<file path="src/rac_pkg.sv">
// Package with register map, field positions and reset values for the RTC alarm and control block.
package rac_pkg;

  localparam logic [4:0] ADDR_SECOND_ALARM  = 5'h10;
  localparam logic [4:0] ADDR_MINUTE_ALARM  = 5'h12;
  localparam logic [4:0] ADDR_HOUR_ALARM    = 5'h14;
  localparam logic [4:0] ADDR_WEEKDAY_ALARM = 5'h16;
  localparam logic [4:0] ADDR_DATE_ALARM    = 5'h18;
  localparam logic [4:0] ADDR_MONTH_ALARM   = 5'h1A;
  localparam logic [4:0] ADDR_FLAG_CTRL     = 5'h1C;
  localparam logic [4:0] ADDR_PERIOD_CTRL   = 5'h1E;

  localparam int ALARM_FIELD_ENABLE_BIT = 7;
  localparam int CARRY_FLAG_BIT         = 7;
  localparam int CARRY_IRQ_ENABLE_BIT   = 4;
  localparam int ALARM_IRQ_ENABLE_BIT   = 3;
  localparam int ALARM_FLAG_BIT         = 0;
  localparam int PERIODIC_FLAG_BIT      = 7;
  localparam int PERIOD_SELECT_LSB      = 4;
  localparam int OSC_ENABLE_BIT         = 3;
  localparam int ADJUST_BIT             = 2;
  localparam int DIV_RESET_BIT          = 1;
  localparam int COUNT_START_BIT        = 0;

  localparam logic [7:0] FLAG_CTRL_RESET   = 8'h00;
  localparam logic [7:0] PERIOD_CTRL_RESET = 8'h09;
  localparam logic [7:0] FLAG_CTRL_RMASK   = 8'h99;
  localparam logic [7:0] SEC_MIN_MASK      = 8'h7F;
  localparam logic [7:0] HOUR_MASK         = 8'h3F;
  localparam logic [7:0] WEEKDAY_MASK      = 8'h07;
  localparam logic [7:0] DATE_MASK         = 8'h3F;
  localparam logic [7:0] MONTH_MASK        = 8'h1F;

  typedef struct packed {
    logic [7:0] second;
    logic [7:0] minute;
    logic [7:0] hour;
    logic [7:0] weekday;
    logic [7:0] date;
    logic [7:0] month;
  } rac_time_t;

  typedef struct packed {
    logic sub_second_tick;
    logic seconds_tick;
    logic counters_updated;
    logic [7:0] div_taps;
  } rac_events_t;

endpackage

</file>
<file path="src/rac_alarm_ctrl.sv">
// Top of the RTC alarm compare and control registers with a Wishbone slave.
`timescale 1ns/1ps
// What this block does
// - Compare only enabled alarm fields; alarm when all enabled fields match.
// - Hour alarm holds BCD 00 to 23; bit 6 reads zero.
// - Weekday alarm is three bits, 0 to 6; bits 6 to 3 read zero.
// - Month alarm holds BCD 01 to 12; bits 6 and 5 read zero.
// - Power-on reset clears alarm enables; alarm values survive all resets.
// - Flag control resets to 00; manual reset keeps carry flag; standby keeps all.
// - Carry flag sets on sub-second or seconds counter increment.
// - Writing 0 clears carry flag, writing 1 sets it.
// - Carry interrupt asserted while carry flag and its enable are set.
// - Alarm interrupt asserted while alarm flag and its enable are set.
// - Alarm flag sets when all enabled fields match the running time.
// - Writing 0 clears alarm flag; writing 1 leaves it unchanged.
// - Flag control bits 6, 5, 2, 1 read zero.
// - Period control resets to 09; manual reset keeps oscillator enable and start.
// - Periodic flag sets on each selected period and requests an interrupt.
// - Period select zero gives no periodic events.
// - Codes 1 to 7 select 1/256, 1/64, 1/16, 1/4, 1/2, 1, 2 seconds.
// - Adjust write rounds seconds to 00 or next minute and resets divider; reads 0.
// - Divider reset write pulses divider reset, reads 0; start clear halts counters.
module rac_alarm_ctrl (
  input  wire logic                clk_i,
  input  wire logic                rst_i,
  input  wire logic                manual_rst_i,
  input  wire logic                wb_cyc_i,
  input  wire logic                wb_stb_i,
  input  wire logic                wb_we_i,
  input  wire logic [4:0]          wb_adr_i,
  input  wire logic [3:0]          wb_sel_i,
  input  wire logic [31:0]         wb_dat_i,
  output logic      [31:0]         wb_dat_o,
  output logic                     wb_ack_o,
  input  wire rac_pkg::rac_time_t   time_i,
  input  wire rac_pkg::rac_events_t events_i,
  output logic                     carry_irq_o,
  output logic                     alarm_irq_o,
  output logic                     periodic_irq_o,
  output logic                     osc_enable_o,
  output logic                     count_run_o,
  output logic                     div_reset_o,
  output logic                     adjust_round_down_o,
  output logic                     adjust_round_up_o
);
  logic       carry_flag_q;
  logic       alarm_flag_q;
  logic       carry_ie_q;
  logic       alarm_ie_q;
  logic       periodic_flag_q;
  logic [2:0] period_sel_q;
  logic       osc_en_q;
  logic       start_q;
  logic [7:0] taps_prev_q;
  logic       ack_q;
  logic [31:0] rdata_q;
  logic       div_reset_q;
  logic       adj_dn_q;
  logic       adj_up_q;
  logic       carry_irq_q;
  logic       alarm_irq_q;
  logic       periodic_irq_q;

  logic       req;
  logic       wr;
  logic [7:0] wbyte;
  logic [5:0] field_wr;
  logic [7:0] field_rd [6];
  logic [5:0] field_en;
  logic [5:0] field_hit;
  logic [7:0] field_cnt [6];
  logic       wr_flag;
  logic       wr_period;
  logic       alarm_match;
  logic       period_event;
  logic [7:0] tap_rise;
  logic [7:0] flag_rd;
  logic [7:0] period_rd;
  logic [7:0] rd_byte;
  logic       carry_set;
  logic       adjust_wr;
  logic       sec_upper_half;

  // Registers sit on even byte offsets, so the lane follows address bit 1.
  assign req   = wb_cyc_i && wb_stb_i && !ack_q;
  assign wr    = req && wb_we_i && (wb_adr_i[1] ? wb_sel_i[2] : wb_sel_i[0]);
  assign wbyte = wb_adr_i[1] ? wb_dat_i[23:16] : wb_dat_i[7:0];

  assign field_wr[0] = wr && (wb_adr_i == rac_pkg::ADDR_SECOND_ALARM);
  assign field_wr[1] = wr && (wb_adr_i == rac_pkg::ADDR_MINUTE_ALARM);
  assign field_wr[2] = wr && (wb_adr_i == rac_pkg::ADDR_HOUR_ALARM);
  assign field_wr[3] = wr && (wb_adr_i == rac_pkg::ADDR_WEEKDAY_ALARM);
  assign field_wr[4] = wr && (wb_adr_i == rac_pkg::ADDR_DATE_ALARM);
  assign field_wr[5] = wr && (wb_adr_i == rac_pkg::ADDR_MONTH_ALARM);
  assign wr_flag     = wr && (wb_adr_i == rac_pkg::ADDR_FLAG_CTRL);
  assign wr_period   = wr && (wb_adr_i == rac_pkg::ADDR_PERIOD_CTRL);

  assign field_cnt[0] = time_i.second;
  assign field_cnt[1] = time_i.minute;
  assign field_cnt[2] = time_i.hour;
  assign field_cnt[3] = time_i.weekday;
  assign field_cnt[4] = time_i.date;
  assign field_cnt[5] = time_i.month;

  localparam logic [7:0] FIELD_MASK [6] = '{
    rac_pkg::SEC_MIN_MASK, rac_pkg::SEC_MIN_MASK, rac_pkg::HOUR_MASK,
    rac_pkg::WEEKDAY_MASK, rac_pkg::DATE_MASK, rac_pkg::MONTH_MASK
  };

  genvar g;
  generate
    for (g = 0; g < 6; g++) begin : g_field
      rac_alarm_field #(
        .VALUE_MASK (FIELD_MASK[g])
      ) u_field (
        .clk_i     (clk_i),
        .rst_i     (rst_i),
        .wr_i      (field_wr[g]),
        .wdata_i   (wbyte),
        .count_i   (field_cnt[g]),
        .rdata_o   (field_rd[g]),
        .enabled_o (field_en[g]),
        .hit_o     (field_hit[g])
      );
    end
  endgenerate

  assign alarm_match = events_i.counters_updated && (|field_en) && (&field_hit);

  // Carry flag: a hardware increment wins over a software clear in the same cycle.
  assign carry_set = events_i.sub_second_tick || events_i.seconds_tick;
  always_ff @(posedge clk_i) begin
    if (rst_i) begin
      carry_flag_q <= 1'b0;
    end else if (carry_set) begin
      carry_flag_q <= 1'b1;
    end else if (wr_flag) begin
      carry_flag_q <= wbyte[rac_pkg::CARRY_FLAG_BIT];
    end
  end

  // Manual reset leaves the carry flag as it was; undefined is satisfied by holding.
  always_ff @(posedge clk_i) begin
    if (rst_i || manual_rst_i) begin
      carry_ie_q <= 1'b0;
    end else if (wr_flag) begin
      carry_ie_q <= wbyte[rac_pkg::CARRY_IRQ_ENABLE_BIT];
    end
  end

  always_ff @(posedge clk_i) begin
    if (rst_i || manual_rst_i) begin
      alarm_ie_q <= 1'b0;
    end else if (wr_flag) begin
      alarm_ie_q <= wbyte[rac_pkg::ALARM_IRQ_ENABLE_BIT];
    end
  end

  always_ff @(posedge clk_i) begin
    if (rst_i || manual_rst_i) begin
      alarm_flag_q <= 1'b0;
    end else if (alarm_match) begin
      alarm_flag_q <= 1'b1;
    end else if (wr_flag && !wbyte[rac_pkg::ALARM_FLAG_BIT]) begin
      alarm_flag_q <= 1'b0;
    end
  end

  // Period events come from rising edges of the divider taps.
  assign tap_rise = events_i.div_taps & ~taps_prev_q;
  always_ff @(posedge clk_i) begin
    if (rst_i) begin
      taps_prev_q <= 8'h00;
    end else begin
      taps_prev_q <= events_i.div_taps;
    end
  end

  // Tap index equals select code; tap 0 is unused so code 0 never fires.
  always_comb begin
    case (period_sel_q)
      3'h1:    period_event = tap_rise[1];
      3'h2:    period_event = tap_rise[2];
      3'h3:    period_event = tap_rise[3];
      3'h4:    period_event = tap_rise[4];
      3'h5:    period_event = tap_rise[5];
      3'h6:    period_event = tap_rise[6];
      3'h7:    period_event = tap_rise[7];
      default: period_event = 1'b0;
    endcase
  end

  always_ff @(posedge clk_i) begin
    if (rst_i || manual_rst_i) begin
      periodic_flag_q <= 1'b0;
      period_sel_q    <= rac_pkg::PERIOD_CTRL_RESET[6:4];
    end else begin
      if (period_event) begin
        periodic_flag_q <= 1'b1;
      end else if (wr_period) begin
        periodic_flag_q <= wbyte[rac_pkg::PERIODIC_FLAG_BIT];
      end
      if (wr_period) begin
        period_sel_q <= wbyte[rac_pkg::PERIOD_SELECT_LSB +: 3];
      end
    end
  end

  always_ff @(posedge clk_i) begin
    if (rst_i) begin
      osc_en_q <= rac_pkg::PERIOD_CTRL_RESET[rac_pkg::OSC_ENABLE_BIT];
    end else if (wr_period) begin
      osc_en_q <= wbyte[rac_pkg::OSC_ENABLE_BIT];
    end
  end

  // Manual reset leaves the counters running; only power-on reset restarts them.
  always_ff @(posedge clk_i) begin
    if (rst_i) begin
      start_q <= rac_pkg::PERIOD_CTRL_RESET[rac_pkg::COUNT_START_BIT];
    end else if (wr_period) begin
      start_q <= wbyte[rac_pkg::COUNT_START_BIT];
    end
  end

  // Adjust and divider reset are write strobes only, held for one cycle.
  assign adjust_wr      = wr_period && wbyte[rac_pkg::ADJUST_BIT];
  // Seconds are BCD, so a plain compare against 30 splits the minute in half.
  assign sec_upper_half = (time_i.second >= 8'h30);

  always_ff @(posedge clk_i) begin
    if (rst_i || manual_rst_i) begin
      div_reset_q <= 1'b0;
    end else begin
      div_reset_q <= adjust_wr || (wr_period && wbyte[rac_pkg::DIV_RESET_BIT]);
    end
  end

  always_ff @(posedge clk_i) begin
    if (rst_i || manual_rst_i) begin
      adj_dn_q <= 1'b0;
      adj_up_q <= 1'b0;
    end else begin
      adj_dn_q <= adjust_wr && !sec_upper_half;
      adj_up_q <= adjust_wr && sec_upper_half;
    end
  end

  always_ff @(posedge clk_i) begin
    if (rst_i) begin
      carry_irq_q <= 1'b0;
    end else begin
      carry_irq_q <= carry_flag_q && carry_ie_q;
    end
  end

  always_ff @(posedge clk_i) begin
    if (rst_i) begin
      alarm_irq_q <= 1'b0;
    end else begin
      alarm_irq_q <= alarm_flag_q && alarm_ie_q;
    end
  end

  // No separate enable exists for the periodic request, so it follows the flag.
  always_ff @(posedge clk_i) begin
    if (rst_i) begin
      periodic_irq_q <= 1'b0;
    end else begin
      periodic_irq_q <= periodic_flag_q;
    end
  end

  assign flag_rd = {carry_flag_q, 2'b00, carry_ie_q, alarm_ie_q, 2'b00, alarm_flag_q}
                   & rac_pkg::FLAG_CTRL_RMASK;
  assign period_rd = {periodic_flag_q, period_sel_q, osc_en_q, 2'b00, start_q};

  always_comb begin
    case (wb_adr_i)
      rac_pkg::ADDR_SECOND_ALARM:  rd_byte = field_rd[0];
      rac_pkg::ADDR_MINUTE_ALARM:  rd_byte = field_rd[1];
      rac_pkg::ADDR_HOUR_ALARM:    rd_byte = field_rd[2];
      rac_pkg::ADDR_WEEKDAY_ALARM: rd_byte = field_rd[3];
      rac_pkg::ADDR_DATE_ALARM:    rd_byte = field_rd[4];
      rac_pkg::ADDR_MONTH_ALARM:   rd_byte = field_rd[5];
      rac_pkg::ADDR_FLAG_CTRL:     rd_byte = flag_rd;
      rac_pkg::ADDR_PERIOD_CTRL:   rd_byte = period_rd;
      default:                     rd_byte = 8'h00;
    endcase
  end

  // Unmapped addresses still acknowledge with zero data so the bus never hangs.
  always_ff @(posedge clk_i) begin
    if (rst_i) begin
      ack_q <= 1'b0;
    end else begin
      ack_q <= req;
    end
  end

  // Read data is captured only on a taken request and then held for the master.
  always_ff @(posedge clk_i) begin
    if (rst_i) begin
      rdata_q <= 32'h0000_0000;
    end else if (req) begin
      rdata_q <= wb_adr_i[1] ? {8'h00, rd_byte, 16'h0000} : {24'h000000, rd_byte};
    end
  end

  assign wb_ack_o            = ack_q;
  assign wb_dat_o            = rdata_q;
  assign carry_irq_o         = carry_irq_q;
  assign alarm_irq_o         = alarm_irq_q;
  assign periodic_irq_o      = periodic_irq_q;
  assign osc_enable_o        = osc_en_q;
  assign count_run_o         = start_q;
  assign div_reset_o         = div_reset_q;
  assign adjust_round_down_o = adj_dn_q;
  assign adjust_round_up_o   = adj_up_q;
endmodule // rac_alarm_ctrl

</file>
<file path="src/rac_alarm_field.sv">
// One alarm field register with its enable bit and gated compare.
`timescale 1ns/1ps
module rac_alarm_field #(
  parameter logic [7:0] VALUE_MASK = 8'h7F
) (
  input  wire logic       clk_i,
  input  wire logic       rst_i,
  input  wire logic       wr_i,
  input  wire logic [7:0] wdata_i,
  input  wire logic [7:0] count_i,
  output logic      [7:0] rdata_o,
  output logic            enabled_o,
  output logic            hit_o
);
  logic       enable_q;
  logic [6:0] value_q;

  // A field reset never touches the value, so the alarm time survives any reset.
  always_ff @(posedge clk_i) begin
    if (rst_i) begin
      enable_q <= 1'b0;
    end else if (wr_i) begin
      enable_q <= wdata_i[7];
    end
  end

  always_ff @(posedge clk_i) begin
    if (wr_i) begin
      value_q <= wdata_i[6:0] & VALUE_MASK[6:0];
    end
  end

  assign rdata_o   = {enable_q, value_q & VALUE_MASK[6:0]};
  assign enabled_o = enable_q;
  assign hit_o     = !enable_q || (value_q == (count_i[6:0] & VALUE_MASK[6:0]));
endmodule // rac_alarm_field

</file>
<file path="config.mk">
export PLATFORM = sky130hd
export DESIGN_NAME = rac_alarm_ctrl
export DESIGN_NICKNAME = d
export VERILOG_FILES = /design/src/rac_pkg.sv /design/src/rac_alarm_ctrl.sv /design/src/rac_alarm_field.sv
export SDC_FILE = /design/constraint.sdc
export NUM_CORES = 1
export LEC_CHECK = 0
export BUFFER_PORTS_ARGS = -buffer_cell sky130_fd_sc_hd__buf_4
export CAP_MARGIN = 15
export CORE_MARGIN = 4
export CORE_UTILIZATION = 30
export DETAILED_ROUTE_END_ITERATION = 12
export SLEW_MARGIN = 25
export SYNTH_ARGS = -nofsm -noshare
export SYNTH_HDL_FRONTEND = slang
export SYNTH_HIERARCHICAL = 1
export SYNTH_SLANG_ARGS = --single-unit
</file>
<file path="constraint.sdc">
create_clock -name clk_i -period 2.1 [get_ports clk_i]
set_clock_uncertainty 0.2 [all_clocks]
set_input_delay 0.105 -clock clk_i [delete_from_list [all_inputs] [get_ports clk_i]]
set_output_delay 0.105 -clock clk_i [all_outputs]
set_load 0.02 [all_outputs]
</file>
Word-level counts from Yosys, hierarchy flattened
Cells that the tools add are included.
- bits of input ports: 106
- flip-flop bits (word level): 97
- output and inout port bits: 41
- order comparisons: 1
- equal/unequal tests: 21
- bitwise gates (word level): 2
- mux-type cells: 11
- reduce and logical (&&, ||, !) cells: 44
- operator list (cell ; number):
    8-bit case mux with 8 select lines ; 1
    5-bit == test, second input constant ; 8
    24-bit two-way mux ; 1
    1-bit logical AND ; 21
    7-bit == test ; 2
    3-bit == test, second input constant ; 4
    6-bit == test ; 2
    1-bit zero test ; 9
    1-bit logical OR ; 9
    8-bit AND ; 1
    8-bit by 6-bit greater-or-equal comparator with 1-bit output, second input constant ; 1
    8-bit two-way mux ; 1
    8-bit inverter ; 1
    1-bit two-way mux ; 7
    1-bit case mux with 7 select lines ; 1
    3-bit by 2-bit == test with 1-bit output, second input constant ; 2
    6-bit AND reduction ; 1
    2-bit nonzero test ; 3
    6-bit OR reduction ; 1
    5-bit == test ; 1
    3-bit by 1-bit == test with 1-bit output, second input constant ; 1
    3-bit == test ; 1

Depth between registers and ports, before layout
- depth in word-level cells: 8
- gate-level depth with buffers: 6

By module
The synthesis kept the hierarchy.
- by module, submodules not included (module ; cells each ; times used ; sequential area each (um2) ; area each (um2)):
    rac_alarm_ctrl ; 250 ; 1 ; 800.8 ; 2222.1
    rac_alarm_field at g_field[0].u_field ... ; 20 ; 2 ; 230.2 ; 335.3
    rac_alarm_field at g_field[2].u_field ... ; 20 ; 2 ; 200.2 ; 304.0
    rac_alarm_field at g_field[5].u_field ; 19 ; 1 ; 170.2 ; 266.5
    rac_alarm_field at g_field[3].u_field ; 16 ; 1 ; 110.1 ; 198.9

Worst setup path before layout
OpenSTA, ideal clock, no wires.
- path kind: reg-to-reg
- start: reg ack_q (netlist: wb_ack_o)
- end: reg g_field[4].u_field.enable_q
- required time: 1786 ps
- library setup time: 114 ps
- data arrival time: 1970 ps
- cell stages (with the launch flop): 6
- clock period less this slack: 2284 ps
- slack: -184 ps
- cells stage by stage: dfxtp_1 -> nand4b_1 -> or3_1 -> nor3_1 -> mux2i_1 -> nor2_1
- longest elaborated chain between the ends: 5
- RTL lines (what ; RTL line ; RTL):
    start: declaration ; rac_alarm_ctrl.sv:55 ; logic ack_q;
    start signal: assignment ; rac_alarm_ctrl.sv:297 ; ack_q <= req;
    1-bit zero test ; rac_alarm_ctrl.sv:85 ; assign req = wb_cyc_i && wb_stb_i && !ack_q;
    1-bit logical AND ; rac_alarm_ctrl.sv:85 ;
    1-bit logical AND (2 in series) ; rac_alarm_ctrl.sv:86 ; assign wr = req && wb_we_i && (wb_adr_i[1] ? wb_sel_i[2] : wb_sel_i[0]);
    1-bit logical AND ; rac_alarm_ctrl.sv:93 ; assign field_wr[4] = wr && (wb_adr_i == rac_pkg::ADDR_DATE_ALARM);
    via field_wr[4] ; rac_alarm_ctrl.sv:67 ; logic [5:0] field_wr;
    end signal: assignment ; rac_alarm_field.sv:23 ; enable_q <= wdata_i[7];
    end: declaration ; rac_alarm_field.sv:15 ; logic enable_q;
The timed path passes the listed nets, and every way through them passes these cells.
A chain may end at the register's enable or synchronous reset.

Worst setup path after layout
- start: in wb_stb_i
- end: reg osc_en_q (netlist: osc_enable_o)
- longest elaborated chain between the ends: 5
- RTL lines (what ; RTL line ; RTL):
    start: declaration ; rac_alarm_ctrl.sv:28 ; input wire logic wb_stb_i,
    1-bit logical AND (2 in series) ; rac_alarm_ctrl.sv:85 ;
    1-bit logical AND (2 in series) ; rac_alarm_ctrl.sv:86 ;
    1-bit logical AND ; rac_alarm_ctrl.sv:96 ; assign wr_period = wr && (wb_adr_i == rac_pkg::ADDR_PERIOD_CTRL);
    end signal: assignment ; rac_alarm_ctrl.sv:211 ; osc_en_q <= rac_pkg::PERIOD_CTRL_RESET[rac_pkg::OSC_ENABLE_BIT];
    end signal: assignment ; rac_alarm_ctrl.sv:213 ; osc_en_q <= wbyte[rac_pkg::OSC_ENABLE_BIT];
    end: declaration ; rac_alarm_ctrl.sv:52 ; logic osc_en_q;
No other way between the ends.

==> out/summary.txt <==
Vias -> 3071
Drt pass-1 iters -> 4
RSZ-0062 raised after global routing -> false
Fillers -> 1201
Worst-margin pin slew -> 0.602 ns
First-pass GRT wire length -> 16300 um
Antenna-violating nets left -> 0
Critical Path AT -> 2.04 ns
Period utilisation layout -> 96.4%
Worst setup EP type -> flip-flop
Register area share after synthesis -> 49.0%
Final net count -> 595
Vias in the first global route -> 3090
Distinct cells, synth -> 51
Simple-gate area share of the yosys netlist -> 12.6%
Synth Area in XOR/XNOR -> 7.51%
Cts bufs inserted -> 9
Post-synthesis mux area share -> 11.5%
Mapped Area -> 3970 um2
Count of clock tree sinks -> 80
Type of origin of the critical path -> primary input
Most frequent cells in the layout -> buf_4, dfxtp_1, edfxtp_1
Layout cell share with drive strength beyond 1 -> 31.4%
Crit path cell chain -> dlygate4sd3_1 -> buf_4 -> nand4b_1 -> buf_4 -> nor3_2 -> buf_4 -> nor2b_1 -> a211o_1
IO Count -> 147
Clk root buf -> clkbuf_16
Die height -> 123 um
H-Tree Depth -> 3
Area after DPL -> 4790 um2
Final hold viol count -> 0
TritonCTS clock tree -> done
Initial antenna violation count -> 0
Critical Path RT -> 2.12 ns
Routed WL -> 10800 um
Max_cap viols -> 0
GRT Residual Overflow -> 0
Worst path max stage delay -> 0.53 ns
Synth Flop Type -> dfxtp_1
Average vias per placed instance -> 4.61
#FFs+latches synth -> 80
Post-synth ARST share -> 0%
Largest net degree at the start of global routing -> 40
Critical path fanouts, max -> 9
Total GRT Usage -> 14.2%
WS Path Type -> in2reg
Outcome -> completed
Hold WS -> 0.0156 ns
Die area -> 15100 um2
Die width -> 123 um
# setup viols final -> 0
Post-Synthesis Cells -> 365
CP max-delay cell -> dlygate4sd3_1
Residual DRC -> 0
HP Class -> in2reg
Most common cell after layout, fill and taps aside -> buf_4
Initial Utilization -> 31.1%
Post-route cell area -> 5420 um2
Max-slew headroom -> 59.7%
Final HPWL DP -> 8260 um
Max Freq -> 494 MHz
Post-synth EDFFs -> 34
Longest Clk Path Bufs -> 2
Area Growth Syn to Fin -> 36.6%
Worst slack, placed -> 0.119 ns
Leak Pwr -> 2.13 nW
Yosys Warn Count -> 6
Largest family of logic cells by synthesized area -> simple AND/OR/NAND/NOR gates
Wire per inst -> 16.2 um
Initial DRC Count -> 206
Inserted Diodes -> 0
CP most frequent cell -> buf_4
Core area -> 12800 um2
GP Congestion -> 0.850
Minimum clock period -> 2.03 ns
Setup ws final -> 0.0747 ns
Total negative slack -> 0 ns
Count of pins over their slew limit -> 0
Mapped Avg Cell Area -> 10.9 um2
VDD IR-drop max -> 0.000494 V
Clock latency on the worst-skew pair -> 0.33 ns
CTS clk-pin slew, worst paths -> 0.06 ns
Synth Area in Adders -> 0%
Row cnt -> 41
Pwr/cell area -> 671 nW/um2
# port buffers -> 98
Synth Area in Compound Gates -> 10.6%
==> per-stage QoR <==
stage / power (W) / utilization [%] / cells
detailed placement: 0.00203 / 37.5 / 619
CTS: 0.00366 / 42.4 / 666
finish: 0.00363 / 42.4 / 666
global placement: 0.00203 / 37.5 / 619
floorplan: 0.00189 / - / 384
global route: 0.00376 / 42.4 / 666
==> Yosys cell counts (all sizes together), types with 4 or more instances <==
master	count	area share (%)
dfxtp	46	23
buf	39	6.9
edfxtp	34	26
mux2i	32	8.1
nor2	28	2.6
nand2	21	2.0
xnor2	19	4.2
xor2	15	3.3
o21ai	14	1.8
mux2	12	3.4
nor2b	9	1.4
a211oi	8	1.5
inv	8	0.76
clkbuf	7	0.66
o22ai	7	1.3
conb	5	0.47
nand4	5	0.79
a21oi	4	0.60
nand3	4	0.50
nor3	4	0.76
o211ai	4	0.76
o31ai	4	1.0
o41ai	4	1.3
==> logic make-up (layout without fill, tap and decap cells) <==
group / after synthesis / in the layout
other: 5 / 24
buffers and inverters: 54 / 164
DFF: 80 / 80
and+or+nand+nor: 93 / 93
xor gates and xnor gates: 34 / 34
AOI/OAI and AO/OA: 55 / 55
muxes: 44 / 44
==> power breakdown <==
part	internal [W]	leakage, nW	switching, W	total (W)
Combinational	0.000207	1.30	0.000199	0.000406
Sequential	0.00164	0.679	0.00000584	0.00164
Clock	0.000981	0.160	0.000601	0.00158
==> worst paths after layout <==
kind	start	endpoint	slack (ns)	cells after the start
worst max-delay path	wb_stb_i	osc_enable_o	0.07	8
worst min-delay path	wb_dat_i[4]	period_sel_q[0]	0.02	3
worst max register to register	wb_ack_o	osc_enable_o	0.09	6
worst min register to register	wb_dat_o[18]	wb_dat_o[18]	0.26	2
==> final cells by class <==
| cell class | instances | area (um2) | area share (%) |
|---|---|---|---|
| well taps | 172 | 215 | 3.97 |
| clock inverters | 3 | 17.5 | 0.323 |
| clock buffers | 13 | 294 | 5.43 |
| repair buffers | 140 | 1140 | 21.0 |
| multi-input cells | 250 | 1780 | 32.8 |
| inverters | 8 | 30.0 | 0.554 |
| flip-flops and latches | 80 | 1940 | 35.9 |
==> flip-flops by register name, summed over array words and instances (netlist names), 3 cells and up <==
register                   cells
wb_dat_o                      16
g_field.u_field/value_q       34
taps_prev_q                    7
g_field.u_field/enabled_o      6
period_sel_q                   3
==> timing repair <==
action,in CTS,in global routing
hold buffers,31,0
hold endpoints to repair,36,0
setup endpoints to repair,0,6
setup buffers,0,1
gates resized for setup,0,1
==> metal layers <==
metal	vias to the layer above	global-route usage, %	routed length (um)
li1	1501	-	-
met1	1456	17.4	4620
met2	93	24.4	5320
met3	21	2.93	606
met4	0	5.95	272
met5	-	0	0
==> worst max-delay path: cells and delay by family <==
kind / cells / cell delay, ns
buf+inv: 4 / 1.12
compound gates: 1 / 0.26
simple gates: 3 / 0.55
Note: power is estimated with default switching activity, not from simulation.
